File: src/common/itm_pkg.sv
// Shared constants and types for the serial bus timing master
`default_nettype none

package itm_pkg;

	// Register offsets
	localparam logic [15:0] REG_DIV = 16'h0430;
	localparam logic [15:0] REG_SHI = 16'h3814;
	localparam logic [15:0] REG_SLO = 16'h3818;
	localparam logic [15:0] REG_FHI = 16'h381c;
	localparam logic [15:0] REG_FLO = 16'h3820;

	// Divider field sits in bits 7-0
	localparam int DIV_MSB = 7;

	// Reset values and write floors
	localparam logic [7:0]  RST_DIV = 8'h00;
	localparam logic [15:0] MIN_HI  = 16'h0006;
	localparam logic [15:0] MIN_LO  = 16'h0008;

	// Ticks added to the programmed counts; FREE_FAST is a fixed count
	localparam logic [17:0] ADD_START   = 18'h00003;
	localparam logic [17:0] ADD_LOW     = 18'h00001;
	localparam logic [17:0] ADD_HIGH    = 18'h00008;
	localparam logic [17:0] ADD_RS_STD  = 18'h00011;
	localparam logic [17:0] ADD_RS_FAST = 18'h00087;
	localparam logic [17:0] ADD_RS_HOLD = 18'h00002;
	localparam logic [17:0] ADD_SP      = 18'h00007;
	localparam logic [17:0] ADD_FREE    = 18'h0000a;
	localparam logic [17:0] FREE_FAST   = 18'h00080;

	typedef enum logic [3:0] {
		PH_IDLE, PH_START, PH_WAIT, PH_LOW, PH_HIGH, PH_RS_LOW,
		PH_RS_SETUP, PH_RS_HOLD, PH_SP_LOW, PH_SP_SETUP, PH_FREE
	} itm_phase_t;

	typedef enum logic [1:0] {OP_START, OP_WRITE, OP_READ, OP_STOP} itm_op_t;

	typedef struct packed {
		itm_op_t    op;
		logic [7:0] data;
		logic       ack;
	} itm_cmd_t;

	typedef struct packed {
		logic [7:0] data;
		logic       nack;
	} itm_res_t;

	typedef struct packed {
		itm_phase_t    ph;
		logic [17:0]   cnt;
		logic          fast;
		logic          entered;
		logic [7:0]    div_cnt;
		logic          tick;
		logic [7:0]    div;
		logic [15:0]   shi;
		logic [15:0]   slo;
		logic [15:0]   fhi;
		logic [15:0]   flo;
		itm_cmd_t [1:0] fifo;
		logic [1:0]    fill;
		itm_op_t       op;
		logic [3:0]    bit_n;
		logic [8:0]    sh;
		logic          hold_done;
		logic          scl_drv;
		logic          sda_drv;
		logic          sda_m;
		logic          sda_s;
		logic          scl_m;
		logic          scl_s;
		itm_res_t      res;
		logic          res_valid;
		logic [15:0]   rdata;
	} itm_state_t;

endpackage

`default_nettype wire

File: src/core/itm_master.sv
// Serial bus master: tick divider, bus phase timing, command buffer
// Operation
// - Tick comes from core clock divided by divider field plus one.
// - Standard: START hold lasts high count plus 3 ticks.
// - Standard: SCL low lasts low count plus 1 tick.
// - Standard: SCL high lasts high count plus 8 ticks.
// - Standard: repeated START set-up is high plus low plus 17 ticks.
// - Standard: repeated START hold is high count plus 2 ticks.
// - Standard: STOP set-up is high count plus 7 ticks.
// - Standard: bus free after STOP is low count plus 10 ticks.
// - Fast: START hold lasts fast high count plus 3 ticks.
// - Fast: SCL low lasts fast low count plus 1 tick.
// - Fast: SCL high lasts fast high count plus 8 ticks.
// - Fast: repeated START set-up is fast high count plus 135 ticks.
// - Fast: repeated START hold is fast high count plus 2 ticks.
// - Fast: STOP set-up is fast high count plus 7 ticks.
// - Fast: bus free after STOP is always 128 ticks.
// - SDA stays stable at least 1 tick after SCL falls.
// - Counts written below 6 (high) or 8 (low) store the minimum.
`default_nettype none

module itm_master
	import itm_pkg::*;
(
	// Clock and reset
	input  wire logic      CLK_SYS,
	input  wire logic      RSTN,
	// Register port
	input  wire logic [15:0] REG_ADDR,
	input  wire logic [15:0] REG_WDATA,
	input  wire logic      REG_WR,
	input  wire logic      REG_RD,
	output logic [15:0]    REG_RDATA,
	// Speed select and status
	input  wire logic      FAST_MODE,
	output logic           BUSY,
	// Command stream
	input  wire itm_cmd_t  CMD,
	input  wire logic      CMD_VALID,
	output logic           CMD_READY,
	// Byte results
	output itm_res_t       RES,
	output logic           RES_VALID,
	input  wire logic      RES_READY,
	// Bus pins
	input  wire logic      SCL_I,
	output logic           SCL_O,
	output logic           SCL_OE_N,
	input  wire logic      SDA_I,
	output logic           SDA_O,
	output logic           SDA_OE_N
);

	itm_state_t st;
	itm_state_t next_st;
	itm_phase_t next_ph;
	logic       adv;
	logic       done;
	logic       pop;
	logic       push;
	logic [1:0] f;
	itm_cmd_t   head;

	function automatic logic [15:0] clamp(input logic [15:0] v, input logic [15:0] lim);
		clamp = (v < lim) ? lim : v;
	endfunction

	function automatic logic [17:0] dur(input itm_phase_t p, input logic fm,
		input logic [15:0] h, input logic [15:0] l);
		logic [17:0] h18;
		logic [17:0] l18;
		h18 = {2'b00, h};
		l18 = {2'b00, l};
		case (p)
			PH_START:    dur = h18 + ADD_START;
			PH_HIGH:     dur = h18 + ADD_HIGH;
			PH_RS_SETUP: dur = fm ? h18 + ADD_RS_FAST : h18 + l18 + ADD_RS_STD;
			PH_RS_HOLD:  dur = h18 + ADD_RS_HOLD;
			PH_SP_SETUP: dur = h18 + ADD_SP;
			PH_FREE:     dur = fm ? FREE_FAST : l18 + ADD_FREE;
			default:     dur = l18 + ADD_LOW;
		endcase
	endfunction

	function automatic logic is_low(input itm_phase_t p);
		is_low = (p == PH_LOW) || (p == PH_RS_LOW) || (p == PH_SP_LOW);
	endfunction

	assign head      = st.fifo[0];
	assign CMD_READY = (st.fill != 2'h2);
	assign push      = CMD_VALID && CMD_READY;
	assign BUSY      = (st.ph != PH_IDLE);
	assign REG_RDATA = st.rdata;
	assign RES       = st.res;
	assign RES_VALID = st.res_valid;
	assign SCL_O     = 1'b0;
	assign SDA_O     = 1'b0;
	assign SCL_OE_N  = ~st.scl_drv;
	assign SDA_OE_N  = ~st.sda_drv;

	always_comb begin
		next_st = st;
		next_ph = st.ph;
		pop = 1'b0;
		next_st.entered = 1'b0;

		// Pin synchronisers
		next_st.sda_m = SDA_I;
		next_st.sda_s = st.sda_m;
		next_st.scl_m = SCL_I;
		next_st.scl_s = st.scl_m;

		// Tick divider
		next_st.tick = 1'b0;
		if (st.div_cnt >= st.div) begin
			next_st.div_cnt = 8'h00;
			next_st.tick = 1'b1;
		end else begin
			next_st.div_cnt = st.div_cnt + 8'h01;
		end

		// Register writes, count registers floored at the minimum
		if (REG_WR) begin
			case (REG_ADDR)
				REG_DIV: next_st.div = REG_WDATA[DIV_MSB:0];
				REG_SHI: next_st.shi = clamp(REG_WDATA, MIN_HI);
				REG_SLO: next_st.slo = clamp(REG_WDATA, MIN_LO);
				REG_FHI: next_st.fhi = clamp(REG_WDATA, MIN_HI);
				REG_FLO: next_st.flo = clamp(REG_WDATA, MIN_LO);
				default: ;
			endcase
		end
		if (REG_RD) begin
			case (REG_ADDR)
				REG_DIV: next_st.rdata = {8'h00, st.div};
				REG_SHI: next_st.rdata = st.shi;
				REG_SLO: next_st.rdata = st.slo;
				REG_FHI: next_st.rdata = st.fhi;
				REG_FLO: next_st.rdata = st.flo;
				default: next_st.rdata = 16'h0000;
			endcase
		end

		if (st.res_valid && RES_READY) begin
			next_st.res_valid = 1'b0;
		end

		// Counting; SCL held low by a slave stretches the high phase
		adv  = st.tick && (st.ph != PH_HIGH || st.scl_s);
		done = adv && (st.cnt == 18'h00000);
		if (adv && st.cnt != 18'h00000) begin
			next_st.cnt = st.cnt - 18'h00001;
		end

		// Data changes only after the first tick of a low phase
		if (is_low(st.ph) && st.tick && !st.hold_done) begin
			next_st.hold_done = 1'b1;
			case (st.ph)
				PH_LOW:    next_st.sda_drv = ~st.sh[8];
				PH_RS_LOW: next_st.sda_drv = 1'b0;
				default:   next_st.sda_drv = 1'b1;
			endcase
		end

		case (st.ph)
			PH_IDLE: begin
				if (st.fill != 2'h0) begin
					pop = 1'b1;
					if (head.op == OP_START) begin
						next_st.sda_drv = 1'b1;
						next_ph = PH_START;
					end
				end
			end
			PH_START: begin
				if (done) begin
					next_st.scl_drv = 1'b1;
					next_ph = PH_WAIT;
				end
			end
			PH_WAIT: begin
				// A pending result stalls the bus with SCL low
				if (st.fill != 2'h0 && !st.res_valid) begin
					pop = 1'b1;
					next_st.op = head.op;
					next_st.hold_done = 1'b0;
					next_st.bit_n = 4'h0;
					case (head.op)
						OP_START: next_ph = PH_RS_LOW;
						OP_STOP:  next_ph = PH_SP_LOW;
						OP_WRITE: begin
							next_st.sh = {head.data, 1'b1};
							next_ph = PH_LOW;
						end
						default: begin
							next_st.sh = {8'hff, ~head.ack};
							next_ph = PH_LOW;
						end
					endcase
				end
			end
			PH_LOW: begin
				if (done) begin
					next_st.scl_drv = 1'b0;
					next_ph = PH_HIGH;
				end
			end
			PH_HIGH: begin
				if (done) begin
					// Sampled at the end of high; slave set-up is its duty
					next_st.sh = {st.sh[7:0], st.sda_s};
					next_st.scl_drv = 1'b1;
					next_st.hold_done = 1'b0;
					if (st.bit_n == 4'h8) begin
						next_st.res.data = st.sh[7:0];
						next_st.res.nack = st.sda_s;
						next_st.res_valid = 1'b1;
						next_ph = PH_WAIT;
					end else begin
						next_st.bit_n = st.bit_n + 4'h1;
						next_ph = PH_LOW;
					end
				end
			end
			PH_RS_LOW: begin
				if (done) begin
					next_st.scl_drv = 1'b0;
					next_ph = PH_RS_SETUP;
				end
			end
			PH_RS_SETUP: begin
				if (done) begin
					next_st.sda_drv = 1'b1;
					next_ph = PH_RS_HOLD;
				end
			end
			PH_RS_HOLD: begin
				if (done) begin
					next_st.scl_drv = 1'b1;
					next_ph = PH_WAIT;
				end
			end
			PH_SP_LOW: begin
				if (done) begin
					next_st.scl_drv = 1'b0;
					next_ph = PH_SP_SETUP;
				end
			end
			PH_SP_SETUP: begin
				if (done) begin
					next_st.sda_drv = 1'b0;
					next_ph = PH_FREE;
				end
			end
			PH_FREE: begin
				if (done) begin
					next_ph = PH_IDLE;
				end
			end
			default: begin
				next_st.scl_drv = 1'b0;
				next_st.sda_drv = 1'b0;
				next_ph = PH_IDLE;
			end
		endcase

		// Phase load picks the active count pair
		if (next_ph != st.ph) begin
			next_st.entered = 1'b1;
			next_st.fast = FAST_MODE;
			next_st.cnt = dur(next_ph, FAST_MODE,
				FAST_MODE ? st.fhi : st.shi,
				FAST_MODE ? st.flo : st.slo) - 18'h00001;
		end
		next_st.ph = next_ph;

		// Two-entry command buffer
		f = st.fill;
		if (pop) begin
			next_st.fifo[0] = st.fifo[1];
			f = f - 2'h1;
		end
		if (push) begin
			next_st.fifo[f[0]] = CMD;
			f = f + 2'h1;
		end
		next_st.fill = f;
	end

	always_ff @(posedge CLK_SYS or negedge RSTN) begin
		if (!RSTN) begin
			st <= '0;
			st.ph <= PH_IDLE;
			st.div <= RST_DIV;
			st.shi <= MIN_HI;
			st.slo <= MIN_LO;
			st.fhi <= MIN_HI;
			st.flo <= MIN_LO;
			st.sda_m <= 1'b1;
			st.sda_s <= 1'b1;
			st.scl_m <= 1'b1;
			st.scl_s <= 1'b1;
		end else begin
			st <= next_st;
		end
	end

	// Checks
	logic [15:0] hi_sel;
	logic [15:0] lo_sel;
	assign hi_sel = st.fast ? st.fhi : st.shi;
	assign lo_sel = st.fast ? st.flo : st.slo;
endmodule

`default_nettype wire

File: config.mk
export PLATFORM = sky130hd
export DESIGN_NAME = itm_master
export DESIGN_NICKNAME = d
export VERILOG_FILES = /design/src/common/itm_pkg.sv /design/src/core/itm_master.sv
export SDC_FILE = /design/constraint.sdc
export NUM_CORES = 1
export LEC_CHECK = 0
export BUFFER_PORTS_ARGS = -buffer_cell sky130_fd_sc_hd__buf_2
export CAP_MARGIN = 10
export CORE_UTILIZATION = 42
export CTS_BUF_LIST = sky130_fd_sc_hd__clkbuf_16
export DETAILED_ROUTE_END_ITERATION = 6
export PLACE_DENSITY = 0.56
export SLEW_MARGIN = 5
export SYNTH_ARGS = -nofsm -noshare
export SYNTH_HDL_FRONTEND = slang
export SYNTH_SLANG_ARGS = --single-unit
File: constraint.sdc
create_clock -name CLK_SYS -period 10.9 [get_ports CLK_SYS]
set_clock_uncertainty 0.05 [all_clocks]
set_input_delay 0.545 -clock CLK_SYS [delete_from_list [all_inputs] [get_ports CLK_SYS]]
set_output_delay 0.545 -clock CLK_SYS [all_outputs]
set_load 0.01 [all_outputs]
# --- Word level (Yosys, flattened, before mapping) ---
# Index checks and enable logic that the tools add are counted.
classes:
  n_reduce_logical: 36
  eq_ne: 33
  magnitude_cmp: 5
  n_addsub: 15
  n_bitwise: 5
  mux: 57
op_table:
  columns: ["operator", "count"]
  rows:
  - ["18-bit case mux with 6 select lines", 1]
  - ["16-bit case mux with 5 select lines", 1]
  - ["16-bit by 14-bit == test with 1-bit output (second input constant)", 4]
  - ["16-bit two-way mux", 4]
  - ["18-bit two-way mux", 3]
  - ["4-bit two-way mux", 12]
  - ["4-bit case mux with 10 select lines", 1]
  - ["18-bit by 1-bit subtractor with 18-bit output (second input constant)", 2]
  - ["16-bit by 2-bit adder with 17-bit output (second input constant)", 2]
  - ["16-bit by 4-bit adder with 17-bit output (second input constant)", 2]
  - ["11-bit two-way mux", 3]
  - ["4-bit by 3-bit == test with 1-bit output (second input constant)", 7]
  - ["14-bit case mux with 2 select lines", 1]
  - ["4-bit == test (second input constant)", 6]
  - ["22-bit bitwise mux", 1]
  - ["20-bit two-way mux", 1]
  - ["17-bit by 5-bit adder with 18-bit output (second input constant)", 1]
  - ["18-bit zero test", 1]
  - ["9-bit case mux with 2 select lines", 1]
  - ["18-bit nonzero test", 1]
  - ["16-bit by 1-bit adder with 17-bit output (second input constant)", 1]
  - ["16-bit by 16-bit adder with 17-bit output", 1]
  - ["16-bit by 3-bit adder with 17-bit output (second input constant)", 1]
  - ["16-bit by 8-bit adder with 17-bit output (second input constant)", 1]
  - ["43 further kinds", 92]
totals:
  elab_cells: 181
  regBits: 174

# --- Longest topological paths before layout ---
# Gate-level depths: netlist of the first run.
depth:
  ltp_word: 11
  depth_mapped: 24

# --- Least setup slack after synthesis of the first run ---
# OpenSTA, ideal clock, no wires.
synth_timing:
  path_type: "input port to flip-flop"
  startpoint: "input port FAST_MODE"
  endpoint: "register st[166] (netlist name)"
  arrival_time_ps: 5230
  n_path_buf: 5
  required_time_ps: 10725
  setup_ps: 125
  stages: 22
  path_slack_ps: 5495
  cell_sequence: "buf_2 -> buf_2 -> buf_1 -> buf_2 -> clkbuf_1 -> mux2_2 -> ha_1 -> ha_1 -> inv_1 -> fa_1 -> nor2b_1 -> o31a_1 -> o21ai_0 -> a21boi_0 -> o31ai_1 -> a32oi_1 -> nand3_1 -> o21ai_1 -> nand3_2 -> or4b_1 -> nor4b_2 -> nor3_1"
synth_between:
  elab_chain_cells: 8
synth_rtl:
  columns: ["element", "line", "source"]
  rows:
  - ["start: declaration", "itm_master.sv:35", "input wire logic FAST_MODE,"]
  - ["16-bit two-way mux (on tied branches)", "itm_master.sv:272, itm_master.sv:273", null]
  - ["16-bit by 16-bit adder with 17-bit output", "itm_master.sv:77", "PH_RS_SETUP: dur = fm ? h18 + ADD_RS_FAST : h18 + l18 + ADD_RS_STD;"]
  - ["17-bit by 5-bit adder with 18-bit output", "itm_master.sv:77", null]
  - ["18-bit two-way mux", "itm_master.sv:77", null]
  - ["18-bit case mux with 6 select lines *", "itm_master.sv:74", "case (p)"]
  - ["18-bit two-way mux *", "itm_master.sv:268", "if (next_ph != st.ph) begin"]
  - ["18-bit by 1-bit subtractor with 18-bit output *", "itm_master.sv:273", "FAST_MODE ? st.flo : st.slo) - 18'h00001;"]
  - ["20-bit two-way mux *", "itm_master.sv:268", null]
  - ["end signal: assignment", "itm_master.sv:304", "st <= next_st;"]
  - ["end: declaration", "itm_master.sv:54", "itm_state_t st;"]
# Mark *: on every way between the ends. The rest lies on a longest branch, timed or not. The select of a mux whose other input is x is not followed.
# A chain may end at the register's enable or synchronous reset.

# --- Final worst setup path of the first run ---
layout_timing:
  startpoint: "register st[173] (netlist name)"
  endpoint: "register st[171] (netlist name)"
layout_between:
  elab_chain_cells: 11
layout_rtl:
  columns: ["element", "line", "source"]
  rows:
  - ["4-bit by 3-bit inequality test with 1-bit output", "itm_master.sv:149", "adv = st.tick && (st.ph != PH_HIGH || st.scl_s);"]
  - ["1-bit logical OR", "itm_master.sv:149", null]
  - ["1-bit logical AND", "itm_master.sv:149", null]
  - ["1-bit logical AND", "itm_master.sv:150", "done = adv && (st.cnt == 18'h00000);"]
  - ["4-bit two-way mux, or another cell as far along", "itm_master.sv:256", "if (done) begin"]
  - ["4-bit case mux with 10 select lines", "itm_master.sv:165", "case (st.ph)"]
  - ["4-bit == test, or another cell as far along", "itm_master.sv:74", null]
  - ["18-bit case mux with 6 select lines", "itm_master.sv:74", null]
  - ["18-bit two-way mux", "itm_master.sv:268", null]
  - ["18-bit by 1-bit subtractor with 18-bit output", "itm_master.sv:273", null]
  - ["20-bit two-way mux", "itm_master.sv:268", null]
# Parallel ways exist; a longest one is shown, timed or not. The select of a mux whose other input is x is not followed.

==> impl_metrics.py, run 1 <==
metrics = {
    "synth": {
        "yosysUniqueCellTypes": 109,
        "synth_top_family_by_area": "compound AO/OA/AOI/OAI gates",
        "async_flop_share_pct": 100,
        "synth_area_leader_cell": "dfrtp_1",
        "synth_compound_gate_area_share_pct": 21.7,
        "syn_inst": 1506,
        "synthesis.area_sq_um": 13200,
        "ys_seq_area_share_pct": 32.8,
        "synth_xor_xnor_area_share_pct": 5.03,
        "synth_top_cells_by_area": "dfrtp_1, mux2_2, ha_1",
        "synth.mux.area_fraction_pct": 9.42,
        "synth_top_area_share_pct": 30.8,
        "synth-seq-cells": 173,
        "yosys_warnings": 0,
        "synth-simple-area-share_pct": 18.7,
        "postSynthAreaPerCell_sq_um": 8.78,
        "synth_edf_count": 0,
        "yosys_most_used_dff": "dfrtp_1",
        "synth-adder-area-share_pct": 5.73,
    },
    "final_layout": {
        "drive_gt1_share_pct": 16.5,
        "nFillCells": 3049,
        "diodes": 0,
        "area_growth_pct": 7.78,
        "final_util_pct": 46.3,
        "layout_common_cells": "dfrtp_1, nand2_1, nor2_1",
        "stdcell_count": 1923,
        "nets": 1627,
        "final_common_cell": "dfrtp_1",
    },
    "critical_path": {
        "worst_path_max_delay_cell": "dfrtp_1",
        "cp_top_family": "simple AND/OR/NAND/NOR gates",
        "cp-start-kind": "register",
        "slowest_delay_ns": 0.83,
        "critical_path_buf_inv_count": 1,
        "r2r_cells": 19,
        "critical_path_required_ns": 11.13,
        "crit_path_frequent_cell": "nor2_1",
        "critPathMaxFanout": 25,
        "cp_cell_sequence": "or2_1 > o311a_1 > a22oi_1 > nor2_2 > inv_2 > nor2_1 > and3_1 > ha_1 > nor2b_1 > nor2_1 > nor2_1 > xnor2_1 > a31oi_1 > o221ai_1 > a22oi_1 > o21ai_1 > nor3_1 > a31o_1 > a31oi_1",
        "endpoint_kind": "register",
        "worstSetupPathType": "reg -> reg",
        "cp.arrival_ns": 6.97,
        "path_depth": 19,
    },
    "clock_network": {
        "worstSkewPairLatency_ns": 0.45,
        "cts_buffer_depth": 2,
        "clk_pin_slew_ns": 0.08,
        "htree_levels": 4,
        "clock-sinks": 173,
        "hold_buffers": 0,
        "cts-resized-gates": 0,
        "cts_tree": "built",
        "postCtsSetupRepairBufs": 0,
        "numCtsBuffers": 17,
        "cts_root_buffer": "clkbuf_16",
    },
    "drt": {
        "antenna_left": 0,
        "vias": 11500,
        "viasPerCell": 5.99,
        "drt-total-wl_mm": 40.8,
        "drc": 2,
        "first_iter_violations": 890,
        "wire_per_inst_um": 21.2,
        "first_pass_iters": 7,
    },
    "floorplanning": {
        "die_y_um": 179,
        "core_sq_um": 30800,
        "die-area_sq_um": 32200,
        "io_pins": 84,
        "die_w_um": 179,
        "start_util_pct": 42.9,
        "rows": 64,
    },
    "global_route": {
        "grt_overflow": 0,
        "antenna_found_initial": 0,
        "grt_first_pass_wirelength_mm": 64.5,
        "grt.total_usage_pct": 25.4,
        "grt_max_degree": 102,
        "grt_pass1_vias": 11100,
    },
    "sta": {
        "maxSlewHeadroom_pct": 25.1,
        "final-hold-violation-count": 0,
        "min_period_over_period_pct": 61.8,
        "setup_viol": 0,
        "whs_ns": 0.127,
        "finalMaxSlewViolations": 0,
        "period_needed_ns": 6.73,
        "fin_setup_tns_ns": 0,
        "worst_pin_slew_ns": 1.12,
        "fmaxAchievable_ghz": 0.148,
        "rsz0062_at_grt": "false",
    },
    "placement": {
        "placed_cells": 1892,
        "io_buffer_count": 81,
        "gp_congestion": 0.909,
        "dpl.hpwl_mm": 30.5,
    },
    "pwr": {
        "total_power_mw": 2.04,
        "leakage_nw": 6.52,
        "p_per_area_nw_per_um2": 143,
        "irDropWorstVdd_mv": 0.112,
    },
    "status": {
        "status": "finished, violations left",
        "violations": "design-rule violations",
    },
    "min_path": {
        "min_path_type": "in -> async",
    },
    "job": {
        "drv_cap": 0,
    },
}
## routing by layer
| layer | vias to the layer above | GRT usage [%] | part of all wire, % |
|---|---|---|---|
| met1 | 5600 | 36.5 | 48 |
| met5 | - | 0 | 0 |
| met4 | 0 | 7.14 | 1.9 |
| met2 | 352 | 39.3 | 45 |
| met3 | 49 | 4.36 | 5.7 |
| li1 | 5513 | - | - |
## cells in the mapped netlist (all sizes together), types with 9 or more instances
master,instances
nor2b,24
buf,64
o21ai,97
mux2i,42
nand3b,10
nand2b,15
o211ai,12
nand3,41
o22ai,15
ha,59
nor4,20
or3,10
mux2,73
a221o,9
a22o,10
a21oi,99
nand4,14
nand2,151
a21o,12
xnor2,46
a221oi,19
xor2,30
dfstp,10
dfrtp,163
and3,19
clkbuf,39
a31oi,19
a211oi,9
and2,12
nor2,112
inv,76
o31ai,13
nor3,31
## worst paths after layout
check / startpoint / end / slack, ns
worst max-delay path: st[173] / st[171] / 4.17
worst min-delay path: RSTN / REG_RDATA[11] / 0.13
worst max register to register: st[173] / st[171] / 4.17
worst min register to register: next_st[28] / st[28] / 0.31
max in group asynchronous: RSTN / st[137] / 9.21
min in group CLK_SYS: SDA_I / next_st[28] / 0.14
## registers in the layout (all words and copies together), names as in the netlist
name,flops
next_st,2
RES_VALID,1
RES,9
st,134
REG_RDATA,16
head,11
## final cells by class
class	instances	area, sq um	area share (%)
multi-input combinational	1153	8040	56.4
sequential	173	4340	30.4
timing repair buffer	92	499	3.50
tap	396	495	3.47
clock buffer	17	425	2.98
inverter	78	293	2.05
clock inverter	14	168	1.18
## kinds of logic after synthesis
group	count (synthesis)
and+or+nand+nor	488
AOI/OAI and AO/OA	412
buffers and inverters	181
DFF	173
muxes	115
xor gates and xnor gates	76
adders and majority gates	60
other	1
## report_power, final
part | internal, mW | leakage [nW] | switching (mW)
clock | 0.361 | 0.292 | 0.274
combinational | 0.234 | 4.03 | 0.360
sequential | 0.727 | 2.20 | 0.0821
total | 1.32 | 6.52 | 0.716
## per-stage QoR
step                area [sq um]  setup WS, ns
floorplan                  13200          5.50
global placement           13700          4.19
detailed placement         13700          4.33
CTS                        14300          4.30
global route               14300          3.71
finish                     14300          4.17
Note: power is estimated with default switching activity, not from simulation.
==> run 2, diff against run 1 <==
- ABC_AREA: unset -> 1
- clock period: 10.9 -> 6.8 ns (I/O delays scaled with it)
==> run 2 against run 1 <==
Net effect:
- the flow now finishes without violations
- sequential power grew 59%
- setup slack lost 2.3 ns
- non-clock buffer count is 2 higher
- flip-flop and latch count is the same
- sequential share of layout area is 0.57 points lower
- total power is 140% higher
- critical path depth is 7 higher
- via count increased by 11%
- final area increased by 1.9%
- hold slack got worse by 0.061 ns
- first-iteration DRC count increased by 3.0%
- critical endpoint is now st[172]
==> impl_metrics.py, run 2 <==
metrics = {
    "final_layout": {
        "final_common_cell": "nand2_1",
        "design_area_sq_um": 14500,
        "nets": 2121,
        "drive_gt1_share_pct": 11.7,
        "diodes": 0,
        "largest_reg_flops": 134,
        "area_growth_pct": 8.83,
        "nFillCells": 3311,
        "regMostFlops": "st",
        "layout_common_cells": "nand2_1, inv_1, nor2_1",
    },
    "placement": {
        "dp_slack_ns": 1.54,
        "dpl.hpwl_mm": 34.0,
        "placed_area_sq_um": 13900,
        "io_buffer_count": 81,
        "gp_congestion": 0.973,
    },
    "critical_path": {
        "worstSetupPathType": "in -> reg",
        "critical_path_required_ns": 7.09,
        "endpoint_kind": "register",
        "critical_path_buf_inv_count": 4,
        "slowest_delay_ns": 0.45,
        "cp.arrival_ns": 5.22,
        "worst_path_max_delay_cell": "buf_4",
        "cp-start-kind": "input pin",
        "crit_path_frequent_cell": "nand2_1",
        "critPathMaxFanout": 36,
        "cp_top_family": "buffers and inverters",
    },
    "pwr": {
        "leakage_nw": 7.21,
        "p_per_area_nw_per_um2": 335,
        "irDropWorstVdd_mv": 0.209,
        "total_power_mw": 4.87,
    },
    "clock_network": {
        "htree_levels": 4,
        "postCtsSetupRepairBufs": 0,
        "cts_root_buffer": "clkbuf_16",
        "clk_pin_slew_ns": 0.07,
        "cts_tree": "built",
        "cts_buffer_depth": 2,
        "worstSkewPairLatency_ns": 0.45,
        "clock-sinks": 173,
        "numCtsBuffers": 17,
    },
    "floorplanning": {
        "start_util_pct": 43.2,
        "core_sq_um": 30900,
        "die_w_um": 180,
        "die-area_sq_um": 32500,
        "io_pins": 84,
        "rows": 64,
        "die_y_um": 180,
    },
    "synth": {
        "synth_compound_gate_area_share_pct": 14.6,
        "synth_top_area_share_pct": 30.5,
        "yosys_warnings": 0,
        "synth_xor_xnor_area_share_pct": 3.48,
        "postSynthAreaPerCell_sq_um": 6.78,
        "synth-seq-cells": 173,
        "synth_top_family_by_area": "simple AND/OR/NAND/NOR gates",
        "synthTopCellsByCount": "nand2_1, inv_1, nor2_1",
        "ys_seq_area_share_pct": 32.5,
        "yosysMostFrequentCell": "nand2_1",
        "synth_top_cells_by_area": "dfrtp_1, nand2_1, o21ai_0",
        "syn_inst": 1970,
        "yosysUniqueCellTypes": 59,
        "synth-simple-area-share_pct": 32.3,
        "synth_edf_count": 0,
        "synth-adder-area-share_pct": 5.68,
        "synth.mux.area_fraction_pct": 1.01,
        "async_flop_share_pct": 100,
        "synth_area_leader_cell": "dfrtp_1",
        "yosys_most_used_dff": "dfrtp_1",
        "synthesis.area_sq_um": 13400,
    },
    "sta": {
        "finalMaxSlewViolations": 0,
        "fmaxAchievable_ghz": 0.203,
        "setup_viol": 0,
        "fin_setup_tns_ns": 0,
        "rsz0062_at_grt": "false",
        "worst_pin_slew_ns": 1.10,
        "min_period_over_period_pct": 72.4,
        "final-hold-violation-count": 0,
        "fin_ws_ns": 1.87,
        "period_needed_ns": 4.93,
        "maxSlewHeadroom_pct": 26.3,
    },
    "drt": {
        "vias": 12800,
        "drt-total-wl_mm": 43.8,
        "first_iter_violations": 917,
        "viasPerCell": 5.30,
        "wire_per_inst_um": 18.1,
        "drc": 0,
        "first_pass_iters": 7,
        "antenna_left": 0,
    },
    "global_route": {
        "grt.total_usage_pct": 27.9,
        "grt_first_pass_wirelength_mm": 69.9,
        "grt_pass1_vias": 12400,
        "grt_max_degree": 97,
        "antenna_found_initial": 0,
        "grt_overflow": 0,
    },
    "job": {
        "drv_cap": 0,
    },
    "min_path": {
        "min_path_type": "in -> reg",
    },
    "status": {
        "status": "complete, no violations",
    },
}
==> run 2: where the power goes <==
group,internal (mW),switching (mW)
Sequential,1.19,0.0985
Combinational,0.801,1.75
Clock,0.556,0.473
Total,2.55,2.32
==> run 2: worst paths after layout <==
| path | startpoint | endpoint | slack [ns] | cells after the start |
|---|---|---|---|---|
| worst max-delay path | FAST_MODE | st[172] | 1.87 | 26 |
| worst min-delay path | CMD[10] | st[71] | 0.07 | 3 |
| worst max register to register | st[121] | st[168] | 1.94 | 24 |
| worst min register to register | next_st[28] | st[28] | 0.31 | 0 |
| max in group asynchronous | RSTN | st[164] | 4.68 | 3 |
| min in group asynchronous | RSTN | REG_RDATA[11] | 0.47 | 2 |
==> run 2: final cells by class <==
cell class / instances / area (sq um) / share of cell area, %
Clock inverter: 15 / 185 / 1.27
Inverter: 252 / 946 / 6.51
Tap cell: 396 / 495 / 3.41
Clock buffer: 17 / 425 / 2.93
Sequential cell: 173 / 4340 / 29.9
Multi-Input combinational cell: 1471 / 7620 / 52.4
Timing Repair Buffer: 94 / 519 / 3.57
==> run 2: tightest hold or removal path, cell delays in order <==
cell,delay (ns)
buf_2,0.09
nand2_1,0.04
o21ai_0,0.06
==> run 2: timing repair <==
item / 4_1_cts / 5_1_grt
gates resized for setup: 0 / 0
endpoints found under the hold margin: 75 / 0
hold buffers: 4 / 0
==> run 2: per-stage QoR <==
| stage | hold WS (ns) | instances | utilization [%] |
|---|---|---|---|
| floorplan | -0.00559 | 1971 | - |
| global placement | 0.297 | 2382 | 44.9 |
| detailed placement | 0.301 | 2382 | 44.9 |
| CTS | 0.0426 | 2418 | 47.0 |
| global route | 0.0769 | 2418 | 47.0 |
| finish | 0.0669 | 2418 | 47.0 |
==> run 2: layer usage <==
metal	share of wire (%)	track usage [%]	vias up	wire length [um]
met3	5.5	3.82	70	2390
met2	46	45.3	336	20100
li1	-	-	6384	-
met1	45	37.3	6026	19800
met5	0	0	-	0
met4	3.4	11.3	0	1500
==> run 2: cell families (layout without fill, tap and decap cells) <==
logic type	count (synthesis)	after routing
adder cells (fa/ha/maj)	60	60
other	1	2
XOR/XNOR	53	53
AND/OR/NAND/NOR	996	996
buffers and inverters	327	378
AO/OA/AOI/OAI	348	348
flip-flops	173	173
multiplexers	12	12
